$ cat config.mk
export PLATFORM = sky130hd
export DESIGN_NAME = dsiab_top
export DESIGN_NICKNAME = d
export VERILOG_FILES = /design/src/core/dsiab_pkg.sv /design/src/core/dsiab_shared_if.sv /design/src/core/dsiab_shared_unit.sv /design/src/core/dsiab_top.sv
export SDC_FILE = /design/constraint.sdc
export NUM_CORES = 1
export LEC_CHECK = 0
export BUFFER_PORTS_ARGS = -buffer_cell sky130_fd_sc_hd__buf_2
export CORE_UTILIZATION = 35
export CTS_CLUSTER_DIAMETER = 50
export CTS_CLUSTER_SIZE = 24
export DETAILED_ROUTE_END_ITERATION = 10
export GPL_ROUTABILITY_DRIVEN = 0
export GPL_TIMING_DRIVEN = 0
export PLACE_DENSITY = 0.54
export RECOVER_POWER = 100
export SLEW_MARGIN = 20
export SYNTH_ARGS = -nofsm -noshare
export SYNTH_HDL_FRONTEND = slang
export SYNTH_SLANG_ARGS = --single-unit
$ cat constraint.sdc
create_clock -name i_clock -period 4.38 [get_ports i_clock]
set_input_delay 0.657 -clock i_clock [delete_from_list [all_inputs] [get_ports i_clock]]
set_output_delay 0.657 -clock i_clock [all_outputs]
set_load 0.01 [all_outputs]
$ cat src/core/dsiab_pkg.sv
// Purpose: constants for the indirect access register bank
// Assumes: byte-wide registers, each on one aligned APB word
// Notes: printed offsets are indices; byte address is index times four
package dsiab_pkg;
	localparam int DSIAB_ADDR_W = 12;
	localparam int DSIAB_IDX_W = 8;
	localparam int DSIAB_IDX_SH = 2;
	localparam logic [7:0] DSIAB_IDX_LOW = 8'he5;
	localparam logic [7:0] DSIAB_IDX_HIGH = 8'he6;
	localparam logic [7:0] DSIAB_IDX_MODE = 8'he8;
	localparam logic [7:0] DSIAB_IDX_LOOP = 8'hf3;
	localparam logic [7:0] DSIAB_MODE_ADDR = 8'h00;
	localparam logic [7:0] DSIAB_MODE_DATA = 8'h01;
	localparam logic [7:0] DSIAB_MODE_CTRL = 8'h02;
	localparam logic [7:0] DSIAB_MODE_RST = 8'h00;
	localparam logic [7:0] DSIAB_SHARED_RST = 8'h00;
	localparam logic [7:0] DSIAB_LOOP_RST = 8'h00;
	localparam int DSIAB_LOOP_UA_PER_CNT = 1100;
	localparam int DSIAB_CFG_N = 16;
	// Plain read/write registers: index and reset value
	localparam logic [7:0] DSIAB_CFG_IDX [DSIAB_CFG_N] = '{
		8'he2, 8'he3, 8'he4, 8'heb, 8'hec, 8'hed, 8'hee, 8'hf0,
		8'hf1, 8'hf2, 8'hf4, 8'hf5, 8'hf6, 8'hf7, 8'hf8, 8'hf9};
	localparam logic [7:0] DSIAB_CFG_RST [DSIAB_CFG_N] = '{
		8'h00, 8'h00, 8'h00, 8'h00, 8'h88, 8'h19, 8'h16, 8'h40,
		8'h0c, 8'h00, 8'h0f, 8'h00, 8'hf0, 8'h00, 8'h00, 8'h20};
endpackage

$ cat src/core/dsiab_shared_if.sv
// Purpose: carries shared location strobes between bank and unit
// Assumes: one clock, strobes last one cycle
// Notes: unit holds the loaded processor words
interface dsiab_shared_if;
	logic wr_low;
	logic wr_high;
	logic [7:0] wdata;
	logic [7:0] mode;
	logic [15:0] addr;
	logic [13:0] data;
	logic [7:0] ctrl_a;
	logic [7:0] ctrl_b;
	modport bank (output wr_low, output wr_high, output wdata,
		output mode, input addr, input data, input ctrl_a, input ctrl_b);
	modport unit (input wr_low, input wr_high, input wdata,
		input mode, output addr, output data, output ctrl_a,
		output ctrl_b);
endinterface

$ cat src/core/dsiab_shared_unit.sv
// Purpose: mode dependent loading of the shared locations
// Assumes: strobes come from the bank on the same clock
// Notes: writes in undefined modes change nothing
module dsiab_shared_unit
	import dsiab_pkg::*;
(
	input logic i_clock,
	input logic i_rst_n,
	dsiab_shared_if.unit sh
);
	logic [15:0] addr_reg;
	logic [13:0] data_reg;
	logic [7:0] ctrl_a_reg;
	logic [7:0] ctrl_b_reg;

	// Processor address halves
	always_ff @(posedge i_clock or negedge i_rst_n)
	begin
		if (!i_rst_n)
		begin
			addr_reg <= {DSIAB_SHARED_RST, DSIAB_SHARED_RST};
		end
		else if (sh.mode == DSIAB_MODE_ADDR)
		begin
			if (sh.wr_low)
				addr_reg[7:0] <= sh.wdata;
			if (sh.wr_high)
				addr_reg[15:8] <= sh.wdata;
		end
	end

	// Processor data word halves
	always_ff @(posedge i_clock or negedge i_rst_n)
	begin
		if (!i_rst_n)
		begin
			data_reg <= {DSIAB_SHARED_RST[5:0], DSIAB_SHARED_RST};
		end
		else if (sh.mode == DSIAB_MODE_DATA)
		begin
			if (sh.wr_low)
				data_reg[7:0] <= sh.wdata;
			if (sh.wr_high)
				data_reg[13:8] <= sh.wdata[5:0];
		end
	end

	// Write-only control bytes
	always_ff @(posedge i_clock or negedge i_rst_n)
	begin
		if (!i_rst_n)
		begin
			ctrl_a_reg <= DSIAB_SHARED_RST;
			ctrl_b_reg <= DSIAB_SHARED_RST;
		end
		else if (sh.mode == DSIAB_MODE_CTRL)
		begin
			if (sh.wr_low)
				ctrl_a_reg <= sh.wdata;
			if (sh.wr_high)
				ctrl_b_reg <= sh.wdata;
		end
	end

	assign sh.addr = addr_reg;
	assign sh.data = data_reg;
	assign sh.ctrl_a = ctrl_a_reg;
	assign sh.ctrl_b = ctrl_b_reg;
endmodule

$ cat src/core/dsiab_top.sv
// Purpose: APB register bank with mode switched shared locations
// Assumes: APB master on i_clock, pready after one wait state
// Notes: loop current input is asynchronous and resynchronised
//
// Decided for this implementation: the APB slave port.
module dsiab_top
	import dsiab_pkg::*;
(
	input logic i_clock,
	input logic i_rst_n,
	input logic i_psel,
	input logic i_penable,
	input logic i_pwrite,
	input logic [DSIAB_ADDR_W-1:0] i_paddr,
	input logic [31:0] i_pwdata,
	output logic [31:0] o_prdata,
	output logic o_pready,
	output logic o_pslverr,
	input logic [7:0] i_proc_status,
	input logic [7:0] i_loop_current,
	output logic [15:0] o_proc_addr,
	output logic [13:0] o_proc_data,
	output logic [7:0] o_proc_control_a,
	output logic [7:0] o_proc_control_b,
	output logic [7:0] o_shared_access_mode,
	output logic [DSIAB_CFG_N*8-1:0] o_cfg_bank
);
	// -------------------------------------------------
	// Declarations
	// -------------------------------------------------
	dsiab_shared_if sh ();

	logic [7:0] mode_reg;
	logic [7:0] cfg_reg [DSIAB_CFG_N];
	logic [7:0] loop_meta_reg;
	logic [7:0] loop_level_reg;
	logic [7:0] loop_sync_reg;
	logic [7:0] loop_prev_reg;
	logic pready_reg;
	logic pready_next;
	logic pslverr_reg;
	logic pslverr_next;
	logic [31:0] prdata_reg;
	logic [31:0] prdata_next;
	logic [DSIAB_IDX_W-1:0] idx;
	logic aligned;
	logic mapped;
	logic [7:0] rd_byte;
	logic access;
	logic commit;
	logic wr_commit;

	// -------------------------------------------------
	// Bus decode
	// -------------------------------------------------

	// Word index; lane bits and bits above the index must be zero
	assign idx = i_paddr[DSIAB_IDX_SH +: DSIAB_IDX_W];
	assign aligned = (i_paddr[DSIAB_IDX_SH-1:0] == 2'h0)
		&& (i_paddr[DSIAB_ADDR_W-1:DSIAB_IDX_SH+DSIAB_IDX_W] == 2'h0);

	// First access cycle samples, second completes
	assign access = i_psel && i_penable;
	assign commit = access && pready_reg;
	assign wr_commit = commit && i_pwrite && !pslverr_reg;

	// Read multiplexer and map check
	always_comb
	begin
		mapped = 1'b0;
		rd_byte = 8'h00;
		for (int i = 0; i < DSIAB_CFG_N; i++)
		begin
			if (idx == DSIAB_CFG_IDX[i])
			begin
				mapped = 1'b1;
				rd_byte = cfg_reg[i];
			end
		end
		if (idx == DSIAB_IDX_MODE)
		begin
			mapped = 1'b1;
			rd_byte = mode_reg;
		end
		if (idx == DSIAB_IDX_LOW)
		begin
			mapped = 1'b1;
			if (mode_reg == DSIAB_MODE_CTRL)
				rd_byte = i_proc_status;
		end
		if (idx == DSIAB_IDX_HIGH)
		begin
			mapped = 1'b1;
		end
		if (idx == DSIAB_IDX_LOOP)
		begin
			mapped = 1'b1;
			rd_byte = loop_level_reg;
		end
		if (!aligned)
		begin
			mapped = 1'b0;
			rd_byte = 8'h00;
		end
	end

	// -------------------------------------------------
	// Bus answer
	// -------------------------------------------------

	// Answer values prepared in the first access cycle
	always_comb
	begin
		pready_next = access && !pready_reg;
		pslverr_next = 1'b0;
		prdata_next = prdata_reg;
		if (access && !pready_reg)
		begin
			pslverr_next = !mapped;
			prdata_next = i_pwrite ? 32'h0 : {24'h0, rd_byte};
		end
		else if (commit)
		begin
			prdata_next = 32'h0;
		end
	end

	// Answer registers
	always_ff @(posedge i_clock or negedge i_rst_n)
	begin
		if (!i_rst_n)
		begin
			pready_reg <= 1'b0;
			pslverr_reg <= 1'b0;
			prdata_reg <= 32'h0;
		end
		else
		begin
			pready_reg <= pready_next;
			pslverr_reg <= pslverr_next;
			prdata_reg <= prdata_next;
		end
	end

	// -------------------------------------------------
	// Mode register
	// -------------------------------------------------

	// Selects the meaning of both shared locations
	always_ff @(posedge i_clock or negedge i_rst_n)
	begin
		if (!i_rst_n)
			mode_reg <= DSIAB_MODE_RST;
		else if (wr_commit && idx == DSIAB_IDX_MODE)
			mode_reg <= i_pwdata[7:0];
	end

	// -------------------------------------------------
	// Plain configuration registers
	// -------------------------------------------------
	genvar g;
	generate
		for (g = 0; g < DSIAB_CFG_N; g++)
		begin : cfg_gen
			// One byte register per printed index
			always_ff @(posedge i_clock or negedge i_rst_n)
			begin
				if (!i_rst_n)
					cfg_reg[g] <= DSIAB_CFG_RST[g];
				else if (wr_commit && idx == DSIAB_CFG_IDX[g])
					cfg_reg[g] <= i_pwdata[7:0];
			end
			assign o_cfg_bank[g*8 +: 8] = cfg_reg[g];

		end
	endgenerate

	// -------------------------------------------------
	// Loop current level
	// -------------------------------------------------

	// Two stage resynchroniser, then one more sample to compare
	always_ff @(posedge i_clock or negedge i_rst_n)
	begin
		if (!i_rst_n)
		begin
			loop_meta_reg <= DSIAB_LOOP_RST;
			loop_sync_reg <= DSIAB_LOOP_RST;
			loop_prev_reg <= DSIAB_LOOP_RST;
		end
		else
		begin
			loop_meta_reg <= i_loop_current;
			loop_sync_reg <= loop_meta_reg;
			loop_prev_reg <= loop_sync_reg;
		end
	end

	// Level takes only a word seen unchanged on two edges,
	// so a word caught while its bits move never reaches the bus
	always_ff @(posedge i_clock or negedge i_rst_n)
	begin
		if (!i_rst_n)
			loop_level_reg <= DSIAB_LOOP_RST;
		else if (loop_sync_reg == loop_prev_reg)
			loop_level_reg <= loop_sync_reg;
	end

	// -------------------------------------------------
	// Shared locations
	// -------------------------------------------------

	// Strobes to the unit; mode decides the target there
	assign sh.wr_low = wr_commit && idx == DSIAB_IDX_LOW;
	assign sh.wr_high = wr_commit && idx == DSIAB_IDX_HIGH;
	assign sh.wdata = i_pwdata[7:0];
	assign sh.mode = mode_reg;

	dsiab_shared_unit u_shared (
		.i_clock(i_clock),
		.i_rst_n(i_rst_n),
		.sh(sh)
	);

	// -------------------------------------------------
	// Outputs
	// -------------------------------------------------

	// All driven by flip-flops
	assign o_prdata = prdata_reg;
	assign o_pready = pready_reg;
	assign o_pslverr = pslverr_reg;
	assign o_proc_addr = sh.addr;
	assign o_proc_data = sh.data;
	assign o_proc_control_a = sh.ctrl_a;
	assign o_proc_control_b = sh.ctrl_b;
	assign o_shared_access_mode = mode_reg;
endmodule

## Yosys cells after proc, flatten, opt, wreduce, memory -nomap -nowiden

Cells that the tools add are included.

| operators by class | value |
|---|---|
| shift-type cells | 0 |
| $lt $le $gt $ge | 0 |
| reduce and logical (&&, ||, !) cells | 38 |
| divide/modulo/power cells | 0 |
| bitwise gates (word level) | 0 |
| add/sub/neg operators | 0 |
| multipliers | 0 |
| equality and inequality tests | 23 |
| muxes and demuxes | 46 |

Operator list:

| operator | count |
|---|---|
| $mux 8 | 22 |
| $eq 8x8->1 const B | 20 |
| $mux 32 | 2 |
| $logic_and 1x1->1 | 25 |
| $mux 1 | 22 |
| $reduce_and 2->1 | 6 |
| $eq 8x1->1 const B | 1 |
| $eq 8x2->1 const B | 1 |
| $eq 8x8->1 | 1 |
| $logic_not 8->1 | 1 |
| $logic_not 2->1 | 2 |
| $logic_not 1->1 | 3 |
| $reduce_bool 2->1 | 1 |

| storage, ports and cells | value |
|---|---|
| latch bits | 0 |
| flip-flop bits (word level) | 248 |
| memories kept | 0 |
| RAM bits | 0 |
| memory bits (read-only) | 0 |
| input bits | 65 |
| output and inout port bits | 216 |

## Logic depth before layout (Yosys ltp)

Gate-level depths: netlist of the first run.

| logic depth | value |
|---|---|
| word-level depth | 24 |
| depth in mapped cells | 9 |
| mapped depth without buffers | 6 |

## Cells and area by module

Synthesis of the first run repeated with hierarchy kept, for this count alone.

| second synthesis, totals | value |
|---|---|
| cell total of the unflattened synthesis | 841 |
| area, all modules | 10436.3 um^2 |

Modules (own cells, without submodules):

| module | times used | area an instance (um^2) | cells each |
|---|---|---|---|
| dsiab_top | 1 | 8650.8 | 736 |
| dsiab_shared_unit | 1 | 1785.5 | 105 |

## Least setup slack after synthesis of the first run

No wires, ideal clock.

| path | value |
|---|---|
| path type | input to register |
| from | in i_psel |
| to | reg u_shared.addr_reg[10] (netlist: u_shared.sh.addr[10]) |
| setup time | 125 ps |
| arrival | 2306 ps |
| path buffers | 1 |
| setup slack | 1949 ps |
| cell stages on the path | 6 |
| path through | nand2_1 > or3_1 > buf_2 > or3_4 > nor3_4 > mux2_2 |

| between the ends | value |
|---|---|
| word-level cells in the longest chain between the ends | 6 |

RTL lines:

| element | line | text |
|---|---|---|
| from (decl) | dsiab_top.sv:11 | `input logic i_psel,` |
| $logic_and 1x1->1 | dsiab_top.sv:63 | `assign access = i_psel && i_penable;` |
| $logic_and 1x1->1 | dsiab_top.sv:64 | `assign commit = access && pready_reg;` |
| $logic_and 1x1->1 (2 in a row) | dsiab_top.sv:65 | `assign wr_commit = commit && i_pwrite && !pslverr_reg;` |
| $logic_and 1x1->1 | dsiab_top.sv:215 | `assign sh.wr_high = wr_commit && idx == DSIAB_IDX_HIGH;` |
| $reduce_and 2->1 (no source line) | - |  |
| to (signal assigned) | dsiab_shared_unit.sv:21 | `addr_reg <= {DSIAB_SHARED_RST, DSIAB_SHARED_RST};` |
| to (signal assigned) | dsiab_shared_unit.sv:28 | `addr_reg[15:8] <= sh.wdata;` |
| to (decl) | dsiab_shared_unit.sv:11 | `logic [15:0] addr_reg;` |

No other way between the ends.
A chain may end at the register's enable or synchronous reset.

## Worst setup path in the final report of the first run

| path | value |
|---|---|
| from | in i_paddr[2] |
| to | reg cfg_reg (netlist bit o_cfg_bank[25]) |

| between the ends | value |
|---|---|
| word-level cells in the longest chain between the ends | 2 |

RTL lines:

| element | line | text |
|---|---|---|
| from (decl) | dsiab_top.sv:14 | `input logic [DSIAB_ADDR_W-1:0] i_paddr,` |
| $eq 8x8->1 | dsiab_top.sv:170 | `else if (wr_commit && idx == DSIAB_CFG_IDX[g])` |
| $logic_and 1x1->1 | dsiab_top.sv:170 |  |
| to (signal, indexed assignment) | dsiab_top.sv:169 | `cfg_reg[g] <= DSIAB_CFG_RST[g];` |
| to (signal, indexed assignment) | dsiab_top.sv:171 | `cfg_reg[g] <= i_pwdata[7:0];` |
| to (decl) | dsiab_top.sv:34 | `logic [7:0] cfg_reg [DSIAB_CFG_N];` |

No other way between the ends.

==> impl_metrics.env, run 1 <==
export IMPL_cpMostUsedCell="clkbuf_1"
export IMPL_root_buffer="clkbuf_16"
export IMPL_wl_per_cell_um=24.38
export IMPL_cts_resized=0
export IMPL_syn_area_um2=10460
export IMPL_rsz0062_at_grt="false"
export IMPL_max_clock_path_buffers=3
export IMPL_io_buffers=230
export IMPL_maxCapViolations=2
export IMPL_final_common_cell="clkbuf_1"
export IMPL_cts_buffers=28
export IMPL_postPlaceCellArea_um2=12260
export IMPL_grt_max_degree=89
export IMPL_h_tree_depth=1
export IMPL_clk_pin_slew_ns=0.06
export IMPL_violations="max-capacitance violations, max-slew violations"
export IMPL_p_leak_nw=5.984
export IMPL_crit_path_max_fanout=10
export IMPL_cp_required_ns=4.80
export IMPL_first_pass_iters=6
export IMPL_cts_setup_buffers=0
export IMPL_tritoncts="built"
export IMPL_power_density_nw_per_um2=373.5
export IMPL_end_kind="register"
export IMPL_fin_crit_sh_pct=81.82
export IMPL_multiInputGateArea_um2=4461
export IMPL_ios=281
export IMPL_fp_dieH_um=174.9
export IMPL_hold_viol=0
export IMPL_relSlewSlack_pct=-45.95
export IMPL_holdWs_ns=0.03284
export IMPL_synth_edf_count=0
export IMPL_cts_hold_buf=0
export IMPL_die_w_um=174.9
export IMPL_finalCriticalPeriod_ns=3.584
export IMPL_ff2ff_setup_slack_ns=1.07
export IMPL_via_per_inst=5.519
export IMPL_fin_area_um2=12940
export IMPL_clkLatencyLatePin_ns=0.54
export IMPL_drc=0
export IMPL_fill_cells=2875
export IMPL_crit_type="in -> reg"
export IMPL_area_growth_pct=23.66
export IMPL_drtIter0Drc=868
export IMPL_yosysSeqAreaShare_pct=53.81
export IMPL_rows=62
export IMPL_largest_register_ffs=128
export IMPL_cts_sinks=224
export IMPL_num_vias=8620
export IMPL_clock_skew_final_ns=0.01217
export IMPL_ant_nets=0
export IMPL_synth_warnings=0
export IMPL_grtUsageTotal_pct=24.74
export IMPL_num_nets_final=1222
export IMPL_setup_violations=0
export IMPL_antenna_cells=0
export IMPL_crit_path_cell_trace="clkbuf_1 > clkbuf_1 > clkbuf_1 > nand4b_1 > nor3_1 > mux2_2"
export IMPL_worst_pin_slew_ns=2.189
export IMPL_crit_arrival_ns=4.01
export IMPL_synth_ff_latch_count=224
export IMPL_async_flop_share_pct=100.0
export IMPL_core_area_um2=29090
export IMPL_grt_pass1_vias=8476
export IMPL_synth_cell_type_count=66
export IMPL_wl_um=38090
export IMPL_post_place_ws_ns=1.067
export IMPL_grt_pass1_wl_um=56350
export IMPL_drive_gt1_share_pct=28.35
export IMPL_final_cell_mix="clkbuf_1 (228), dfrtp_1 (204), mux2_2 (187), nand2_1 (63), buf_2 (57)"
export IMPL_register_area_um2=5630
export IMPL_ys_flop_type="dfrtp_1"
export IMPL_die_area_um2=30590
export IMPL_critPathLaunchType="input pin"
export IMPL_hpwlAfterDp_um=28280
export IMPL_status="finished with violations"
export IMPL_grt_overflow_total=0
export IMPL_max_stage_delay_ns=1.07
export IMPL_hp_class="in -> async"
export IMPL_start_util_pct=35.97
export IMPL_synth_avg_cell_area_um2=12.01
export IMPL_worst_ir_drop_vdd_v=0.0002582
export IMPL_antenna_found_initial=0
export IMPL_slew_violations=171
export IMPL_fmax_mhz=279.0
export IMPL_slowest_stage="nor3_1"
export IMPL_fin_ws_ns=0.7963
export IMPL_postSynthCellCount=871
-- worst max-delay path, delay by kind of cell --
kind / cells / cell delay [ns]
and+or+nand+nor: 2 / 1.58
buffers and inverters: 3 / 1.33
muxes: 1 / 0.42
-- per-layer routing --
metal,wire length (um),global-route usage (%)
met5,0,0
met4,1554,9.130
met3,3699,6.745
met2,16420,36.82
met1,16410,34.30
-- final timing paths --
check / from / endpoint / cells past startpoint
worst max-delay path: i_paddr[2] / o_cfg_bank[25]$_DFFE_PN0P_ / 6
worst min-delay path: i_rst_n / loop_sync_reg[6]$_DFF_PN0_ / 1
worst max register to register: o_pready$_DFF_PN0_ / u_shared.sh.addr[0]$_DFFE_PN0P_ / 6
worst min register to register: loop_meta_reg[0]$_DFF_PN0_ / loop_sync_reg[0]$_DFF_PN0_ / 0
max in group asynchronous: i_rst_n / o_cfg_bank[59]$_DFFE_PN0P_ / 2
min in group i_clock: i_loop_current[5] / loop_meta_reg[5]$_DFF_PN0_ / 1
-- cells by family after synthesis --
group	Yosys count	share of synthesized area, %
simple gates	191	9.518
flops	224	53.81
other cells	1	0.03584
mux	193	20.70
buf+inv	86	4.101
xor+xnor	8	0.6696
compound gates	168	11.17
-- final cells by class --
cell class	count	share of cell area [%]
multi-input cells	584	34.47
well taps	384	3.713
plain buffers	81	3.104
inverters	5	0.1450
clock inverters	18	1.789
repair buffers	233	7.387
flip-flops and latches	224	43.51
clock buffers	33	5.879
-- metrics by stage --
stage | TNS [ns] | cells | utilization, % | power [W]
detailed placement | 0 | 1511 | 42.14 | 0.002461
finish | 0 | 1562 | 44.48 | 0.004832
CTS | 0 | 1562 | 45.55 | 0.004881
global placement | -273.95 | 1508 | 41.88 | 0.002453
floorplan | 0 | 894 | - | 0.002298
global route | 0 | 1562 | 44.48 | 0.004992
-- report_power, final --
| group | total [W] | switching [W] | internal, W | leakage (nW) |
|---|---|---|---|---|
| combinational | 0.000302 | 0.000220 | 0.0000818 | 2.51 |
| clock | 0.00241 | 0.000922 | 0.00149 | 0.476 |
| sequential | 0.00212 | 0.0000208 | 0.00210 | 3.00 |
-- cells in the mapped netlist (4+ instances only) --
| cell type | instances | area [um^2] |
|---|---|---|
| a2111oi_0 | 7 | 61.31 |
| a211oi_1 | 7 | 52.55 |
| a21o_1 | 5 | 37.54 |
| a21oi_1 | 24 | 120.1 |
| a22o_1 | 5 | 43.79 |
| a22oi_1 | 10 | 75.07 |
| a2bb2oi_1 | 5 | 43.79 |
| a31oi_1 | 13 | 81.33 |
| and2_1 | 4 | 25.02 |
| and3_1 | 5 | 31.28 |
| buf_2 | 13 | 65.06 |
| buf_4 | 24 | 180.2 |
| clkbuf_1 | 41 | 153.9 |
| dfrtp_1 | 204 | 5105 |
| dfstp_2 | 20 | 525.5 |
| inv_1 | 4 | 15.01 |
| mux2_2 | 187 | 2106 |
| mux2i_1 | 6 | 60.06 |
| nand2_1 | 63 | 236.5 |
| nand2b_1 | 7 | 43.79 |
| nand3_1 | 22 | 110.1 |
| nand4_1 | 4 | 25.02 |
| nor2_1 | 30 | 112.6 |
| nor2b_1 | 9 | 56.30 |
| nor3_1 | 14 | 70.07 |
| nor4_1 | 7 | 43.79 |
| o21a_1 | 4 | 30.03 |
| o21ai_0 | 37 | 185.2 |
| o221ai_1 | 7 | 61.31 |
| o22ai_1 | 6 | 37.54 |
| o31ai_1 | 4 | 30.03 |
| o32ai_1 | 4 | 35.03 |
| or3_1 | 6 | 37.54 |
| xor2_1 | 6 | 52.55 |
Power figures use the tool's default switching activity.
==> inputs of run 2 (changes only) <==
Settings changed: ABC_AREA set to 1, PLACE_DENSITY 0.54 to 0.57.
Clock period 4.38 ns to 3 ns, I/O delays scaled along.
==> impl_metrics.env, run 2 <==
export IMPL_wl_per_cell_um=17.00
export IMPL_synth_xor_area_share_pct=0.7050
export IMPL_core_area_um2=27860
export IMPL_hpwlAfterDp_um=23210
export IMPL_max_clock_path_buffers=3
export IMPL_grt_pass1_wl_um=48310
export IMPL_crit_path_cell_trace="nor4_4 > inv_2 > nor3_1 > nand2_1 > clkbuf_1 > nand2_1 > o21ai_0"
export IMPL_crit_arrival_ns=3.00
export IMPL_relSlewSlack_pct=-40.63
export IMPL_setup_violations=0
export IMPL_hp_class="in -> reg"
export IMPL_slew_violations=41
export IMPL_dp_cells=1804
export IMPL_die_w_um=170.5
export IMPL_cts_hold_buf=1
export IMPL_ant_nets=0
export IMPL_synth_commonest_cells="nand2_1 (436), dfrtp_1 (204), o21ai_0 (192)"
export IMPL_cts_resized=0
export IMPL_synth_mux_area_fraction_pct=0.9065
export IMPL_io_buffers=232
export IMPL_clk_pin_slew_ns=0.06
export IMPL_postPlaceCellArea_um2=11720
export IMPL_synth_cell_type_count=38
export IMPL_ys_flop_type="dfrtp_1"
export IMPL_cp_required_ns=3.38
export IMPL_maxCapViolations=1
export IMPL_cts_sinks=224
export IMPL_drtIter0Drc=714
export IMPL_violations="max-capacitance violations, max-slew violations"
export IMPL_die_area_um2=29070
export IMPL_synth_edf_count=0
export IMPL_grt_max_degree=99
export IMPL_synth_avg_cell_area_um2=8.502
export IMPL_synth_top_area_share_pct=51.37
export IMPL_worst_ir_drop_vdd_v=0.0003765
export IMPL_largest_register_ffs=128
export IMPL_synth_area_leaders="dfrtp_1 (51%), nand2_1 (16%), o21ai_0 (9.7%), dfstp_2 (5.3%), inv_1 (2.8%)"
export IMPL_drc=0
export IMPL_rows=61
export IMPL_holdWs_ns=0.02308
export IMPL_drive_gt1_share_pct=11.92
export IMPL_clock_skew_final_ns=0.009687
export IMPL_worst_pin_slew_ns=2.109
export IMPL_total_power_w=0.006686
export IMPL_fin_util_pct=44.45
export IMPL_synth_most_common_cell="nand2_1"
export IMPL_postSynthCellCount=1169
export IMPL_tritoncts="built"
export IMPL_power_density_nw_per_um2=539.9
export IMPL_final_common_cell="nand2_1"
export IMPL_yosys_area_share_adder_pct=0
export IMPL_fmax_mhz=381.7
export IMPL_fp_dieH_um=170.5
export IMPL_ios=281
export IMPL_async_flop_share_pct=100.0
export IMPL_max_stage_delay_ns=0.83
export IMPL_yosys_area_share_simple_pct=23.63
export IMPL_critPathLaunchType="register"
export IMPL_grt_overflow_total=0
export IMPL_synth_warnings=0
export IMPL_slowest_stage="nor4_4"
export IMPL_synth_top_family_by_area="simple AND/OR/NAND/NOR gates"
export IMPL_root_buffer="clkbuf_16"
export IMPL_wl_um=31540
export IMPL_num_nets_final=1521
export IMPL_crit_type="reg -> reg"
export IMPL_fin_cells=1855
export IMPL_final_cell_mix="nand2_1 (437), clkbuf_1 (221), dfrtp_1 (204), o21ai_0 (195), inv_1 (74)"
export IMPL_status="finished with violations"
export IMPL_first_pass_iters=5
export IMPL_via_per_inst=4.748
export IMPL_area_growth_pct=24.60
export IMPL_rsz0062_at_grt="false"
export IMPL_finalCriticalPeriod_ns=2.620
export IMPL_fin_area_um2=12380
export IMPL_clkLatencyLatePin_ns=0.53
export IMPL_p_leak_nw=6.042
export IMPL_cts_setup_buffers=0
export IMPL_end_kind="register"
export IMPL_yosysSeqAreaShare_pct=56.65
export IMPL_h_tree_depth=1
export IMPL_syn_area_um2=9938
export IMPL_yosys_area_top_type="dfrtp_1"
export IMPL_crit_path_max_fanout=10
export IMPL_cts_buffers=27
export IMPL_grt_pass1_vias=8187
export IMPL_synth_compound_area_share_pct=11.28
export IMPL_grtUsageTotal_pct=21.76
export IMPL_cpMostUsedCell="nand2_1"
export IMPL_num_vias=8808
export IMPL_fin_crit_sh_pct=87.34
export IMPL_synth_ff_latch_count=224
export IMPL_antenna_found_initial=1
export IMPL_hold_viol=0
export IMPL_start_util_pct=35.67
[run 2: cells by family (layout without fill, tap and decap cells)]
group | after synthesis | after routing
buf+inv | 150 | 434
mux | 8 | 8
other cells | 1 | 25
xor+xnor | 8 | 8
flops | 224 | 224
compound gates | 218 | 218
simple gates | 560 | 560
[run 2: worst paths after layout]
path                                            start                               end  slack, ns  cells after the start
min                                 i_loop_current[4]        loop_meta_reg[4]$_DFF_PN0_       0.02                      1
max reg2reg                       o_pslverr$_DFF_PN0_  u_shared.sh.addr[14]$_DFFE_PN0P_       0.38                      7
min in group asynchronous                     i_rst_n        o_cfg_bank[58]$_DFFE_PN0P_       1.19                      2
max                               o_pslverr$_DFF_PN0_  u_shared.sh.addr[14]$_DFFE_PN0P_       0.38                      7
max in group asynchronous                     i_rst_n        loop_meta_reg[7]$_DFF_PN0_       0.49                      3
min reg2reg                loop_meta_reg[5]$_DFF_PN0_        loop_sync_reg[5]$_DFF_PN0_       0.35                      0
[run 2: area by class of cell]
type                       instances  area [um^2]
timing repair buffer             235         1012
clock inverter                    16        170.2
buffer                            70        366.6
sequential                       224         5630
clock buffer                      33        738.2
antenna                            1        2.502
tap                              378        473.0
multi-input combinational        818         3690
fill                            2865        15470
inverter                          80        300.3
[run 2: metrics by stage]
step / setup TNS (ns) / setup slack, ns
finish: 0 / 0.3798
detailed placement: 0 / 0.1126
CTS: 0 / 0.3133
global placement: -527.03 / -2.505
global route: 0 / 0.08565
floorplan: 0 / 1.104
[run 2: report_power, final]
group	leakage [nW]	internal [W]	switching [W]	total [W]
clock	0.447	0.00195	0.00135	0.00331
sequential	3.00	0.00306	0.0000250	0.00309
combinational	2.59	0.0000890	0.000204	0.000293
[run 2: critical path: cells and delay by family (launching register included)]
| family | cells | cell delay [ns] |
|---|---|---|
| buffers and inverters | 2 | 0.34 |
| and+or+nand+nor | 4 | 1.63 |
| AOI/OAI and AO/OA | 1 | 0.08 |
| DFF | 1 | 0.41 |
[run 2: metal layers]
layer	vias up	GRT usage, %	routed length [um]
li1	4294	-	-
met1	4156	29.79	14080
met2	306	34.76	14250
met3	50	5.205	2525
met4	2	5.014	670
met5	-	0	13
==> inputs of run 3 (changes only) <==
Settings changed: CELL_PAD_IN_SITES_DETAIL_PLACEMENT set to 1, CELL_PAD_IN_SITES_GLOBAL_PLACEMENT set to 1, PLACE_DENSITY 0.57 to 0.74.
==> impl_metrics.env, run 3 (synthesis gave the netlist of run 2 again) <==
export IMPL_hp_class="in -> reg"
export IMPL_slew_violations=0
export IMPL_drtIter0Drc=509
export IMPL_via_per_inst=4.913
export IMPL_final_cell_mix="nand2_1 (437), clkbuf_1 (219), dfrtp_1 (204), o21ai_0 (192), inv_1 (75)"
export IMPL_crit_type="reg -> reg"
export IMPL_maxCapViolations=0
export IMPL_die_w_um=170.5
export IMPL_wl_per_cell_um=19.08
export IMPL_first_pass_iters=4
export IMPL_end_kind="register"
export IMPL_finalCriticalPeriod_ns=2.547
export IMPL_fill_cells=3517
export IMPL_grt_pass1_vias=9492
export IMPL_largest_register_ffs=128
export IMPL_grt_overflow_total=0
export IMPL_clock_skew_final_ns=0.01762
export IMPL_core_area_um2=27860
export IMPL_drive_gt1_share_pct=12.55
export IMPL_clk_pin_slew_ns=0.07
export IMPL_seqPwrFrac_pct=43.4
export IMPL_hpwlAfterDp_um=26240
export IMPL_rsz0062_at_grt="false"
export IMPL_cts_buffers=29
export IMPL_ant_nets=0
export IMPL_fp_dieH_um=170.5
export IMPL_cp_required_ns=3.41
export IMPL_dp_cells=1804
export IMPL_antenna_found_initial=2
export IMPL_die_area_um2=29070
export IMPL_final_common_cell="nand2_1"
export IMPL_worst_pin_slew_ns=1.362
export IMPL_hold_viol=0
export IMPL_h_tree_depth=1
export IMPL_crit_arrival_ns=2.96
export IMPL_crit_path_cell_trace="inv_1 > nor4_4 > clkbuf_1 > inv_2 > nor3_1 > nand2_1 > clkbuf_1 > nand2_1 > o21ai_0"
export IMPL_num_vias=9188
export IMPL_grtUsageTotal_pct=24.78
export IMPL_io_buffers=232
export IMPL_tritoncts="built"
export IMPL_rows=61
export IMPL_max_stage_delay_ns=0.45
export IMPL_root_buffer="clkbuf_16"
export IMPL_ff2ff_setup_slack_ns=0.45
export IMPL_worstHoldStart="i_loop_current[3]"
export IMPL_fin_setup_tns_ns=0
export IMPL_r2r_start="o_pready$_DFF_PN0_"
export IMPL_holdWs_ns=0.01668
export IMPL_grt_max_degree=90
export IMPL_drc=0
export IMPL_r2r_end="u_shared.sh.addr[15]$_DFFE_PN0P_"
export IMPL_r2r_cells=9
export IMPL_slowest_stage="nor3_1"
export IMPL_clkPwrFrac_pct=52.2
export IMPL_min_path_cells=1
export IMPL_ios=281
export IMPL_num_nets_final=1533
export IMPL_crit_path_max_fanout=10
export IMPL_p_int_w=0.005325
export IMPL_fin_crit_sh_pct=84.89
export IMPL_switching_power_w=0.001781
export IMPL_wl_um=35690
export IMPL_fin_cells=1870
export IMPL_cts_sinks=224
export IMPL_grt_pass1_wl_um=54970
export IMPL_status="finished clean"
export IMPL_power_density_nw_per_um2=563.0
export IMPL_power_frac_comb_pct=4.4
export IMPL_start_util_pct=35.67
export IMPL_worst_ir_drop_vdd_v=0.0004184
export IMPL_area_growth_pct=27.00
export IMPL_netSwitchingFraction_pct=25.07
export IMPL_cts_resized=0
export IMPL_hold_end="loop_meta_reg[3]$_DFF_PN0_"
export IMPL_total_power_w=0.007106
export IMPL_p_leak_nw=6.139
export IMPL_relSlewSlack_pct=9.176
export IMPL_max_clock_path_buffers=3
export IMPL_setup_violations=0
export IMPL_clkLatencyLatePin_ns=0.57
export IMPL_fmax_mhz=392.7
export IMPL_critPathLaunchType="register"
-- run 3: cell count changes in the layout (fill, tap and decap cells not counted), sizes merged --
cell          previous run  this run
bufinv                   2         3
diode                    1         2
clkinv                   6         9
dlygate4sd3              1         8
buf                     84        87
dlymetal6s4s             1         0
inv                     86        87
-- run 3: power groups by stage --
stage          logic [W]  clock network, W  registers (W)
2_1_floorplan   0.000131                 0        0.00314
3_3_place_gp    0.000293                 0        0.00314
3_5_place_dp    0.000312                 0        0.00314
4_1_cts         0.000321           0.00377        0.00309
5_1_grt         0.000347           0.00388        0.00309
6_report        0.000313           0.00371        0.00309
-- run 3: metrics by stage --
step / util (%) / worst slack, ns / instance area (um^2)
global route: 45.30 / 0.2433 / 12620
floorplan: - / 1.104 / 10020
detailed placement: 42.08 / -0.03870 / 11720
finish: 45.31 / 0.4533 / 12620
global placement: 41.85 / -2.463 / 11660
CTS: 46.09 / 0.1656 / 12840
-- run 3: critical path: cells and delay by family, from the launching register on --
family | cells | cell delay (ns)
flip-flops | 1 | 0.36
AO/OA/AOI/OAI | 1 | 0.08
AND/OR/NAND/NOR | 4 | 1.12
buffers and inverters | 4 | 0.82
-- run 3: worst max-delay path by stage --
stage                                   start                               end  slack [ns]  cells past startpoint
after floorplan                    i_paddr[3]           o_prdata[7]$_DFFE_PN0P_        1.10                     15
after global placement                i_rst_n        loop_meta_reg[0]$_DFF_PN0_       -2.46                      1
after detailed placement               i_psel  u_shared.sh.addr[15]$_DFFE_PN0P_       -0.04                      9
after CTS                 o_pslverr$_DFF_PN0_  u_shared.sh.addr[15]$_DFFE_PN0P_        0.17                      7
after global routing               i_paddr[9]           o_prdata[3]$_DFFE_PN0P_        0.24                     19
final                      o_pready$_DFF_PN0_  u_shared.sh.addr[15]$_DFFE_PN0P_        0.45                      9
-- run 3: per-layer routing --
layer	vias to the layer above	part of all wire [%]	global-route usage, %	wire, um
li1	4306	-	-	-
met1	4529	43	31.51	15260
met2	266	47	41.01	16920
met3	85	5.9	5.505	2098
met4	2	3.9	9.557	1399
met5	-	0.028	0	10
-- run 3: layout make-up --
class / count / area, um^2 / share of cell area, %
Timing Repair Buffer: 245 / 1089 / 8.624
Clock buffer: 32 / 767.0 / 6.077
Clock inverter: 21 / 269.0 / 2.131
Sequential cell: 224 / 5630 / 44.61
Antenna cell: 2 / 5.005 / 0.03965
Buffer: 70 / 374.1 / 2.964
Multi-Input combinational cell: 818 / 3715 / 29.43
Inverter: 80 / 300.3 / 2.379
Tap cell: 378 / 473.0 / 3.747
-- run 3: repair_timing --
item                                   CTS  global route
endpoints found under the hold margin   51             0
hold buffers                             8             0
setup endpoints to repair                0             1
buffers inserted                         0             3
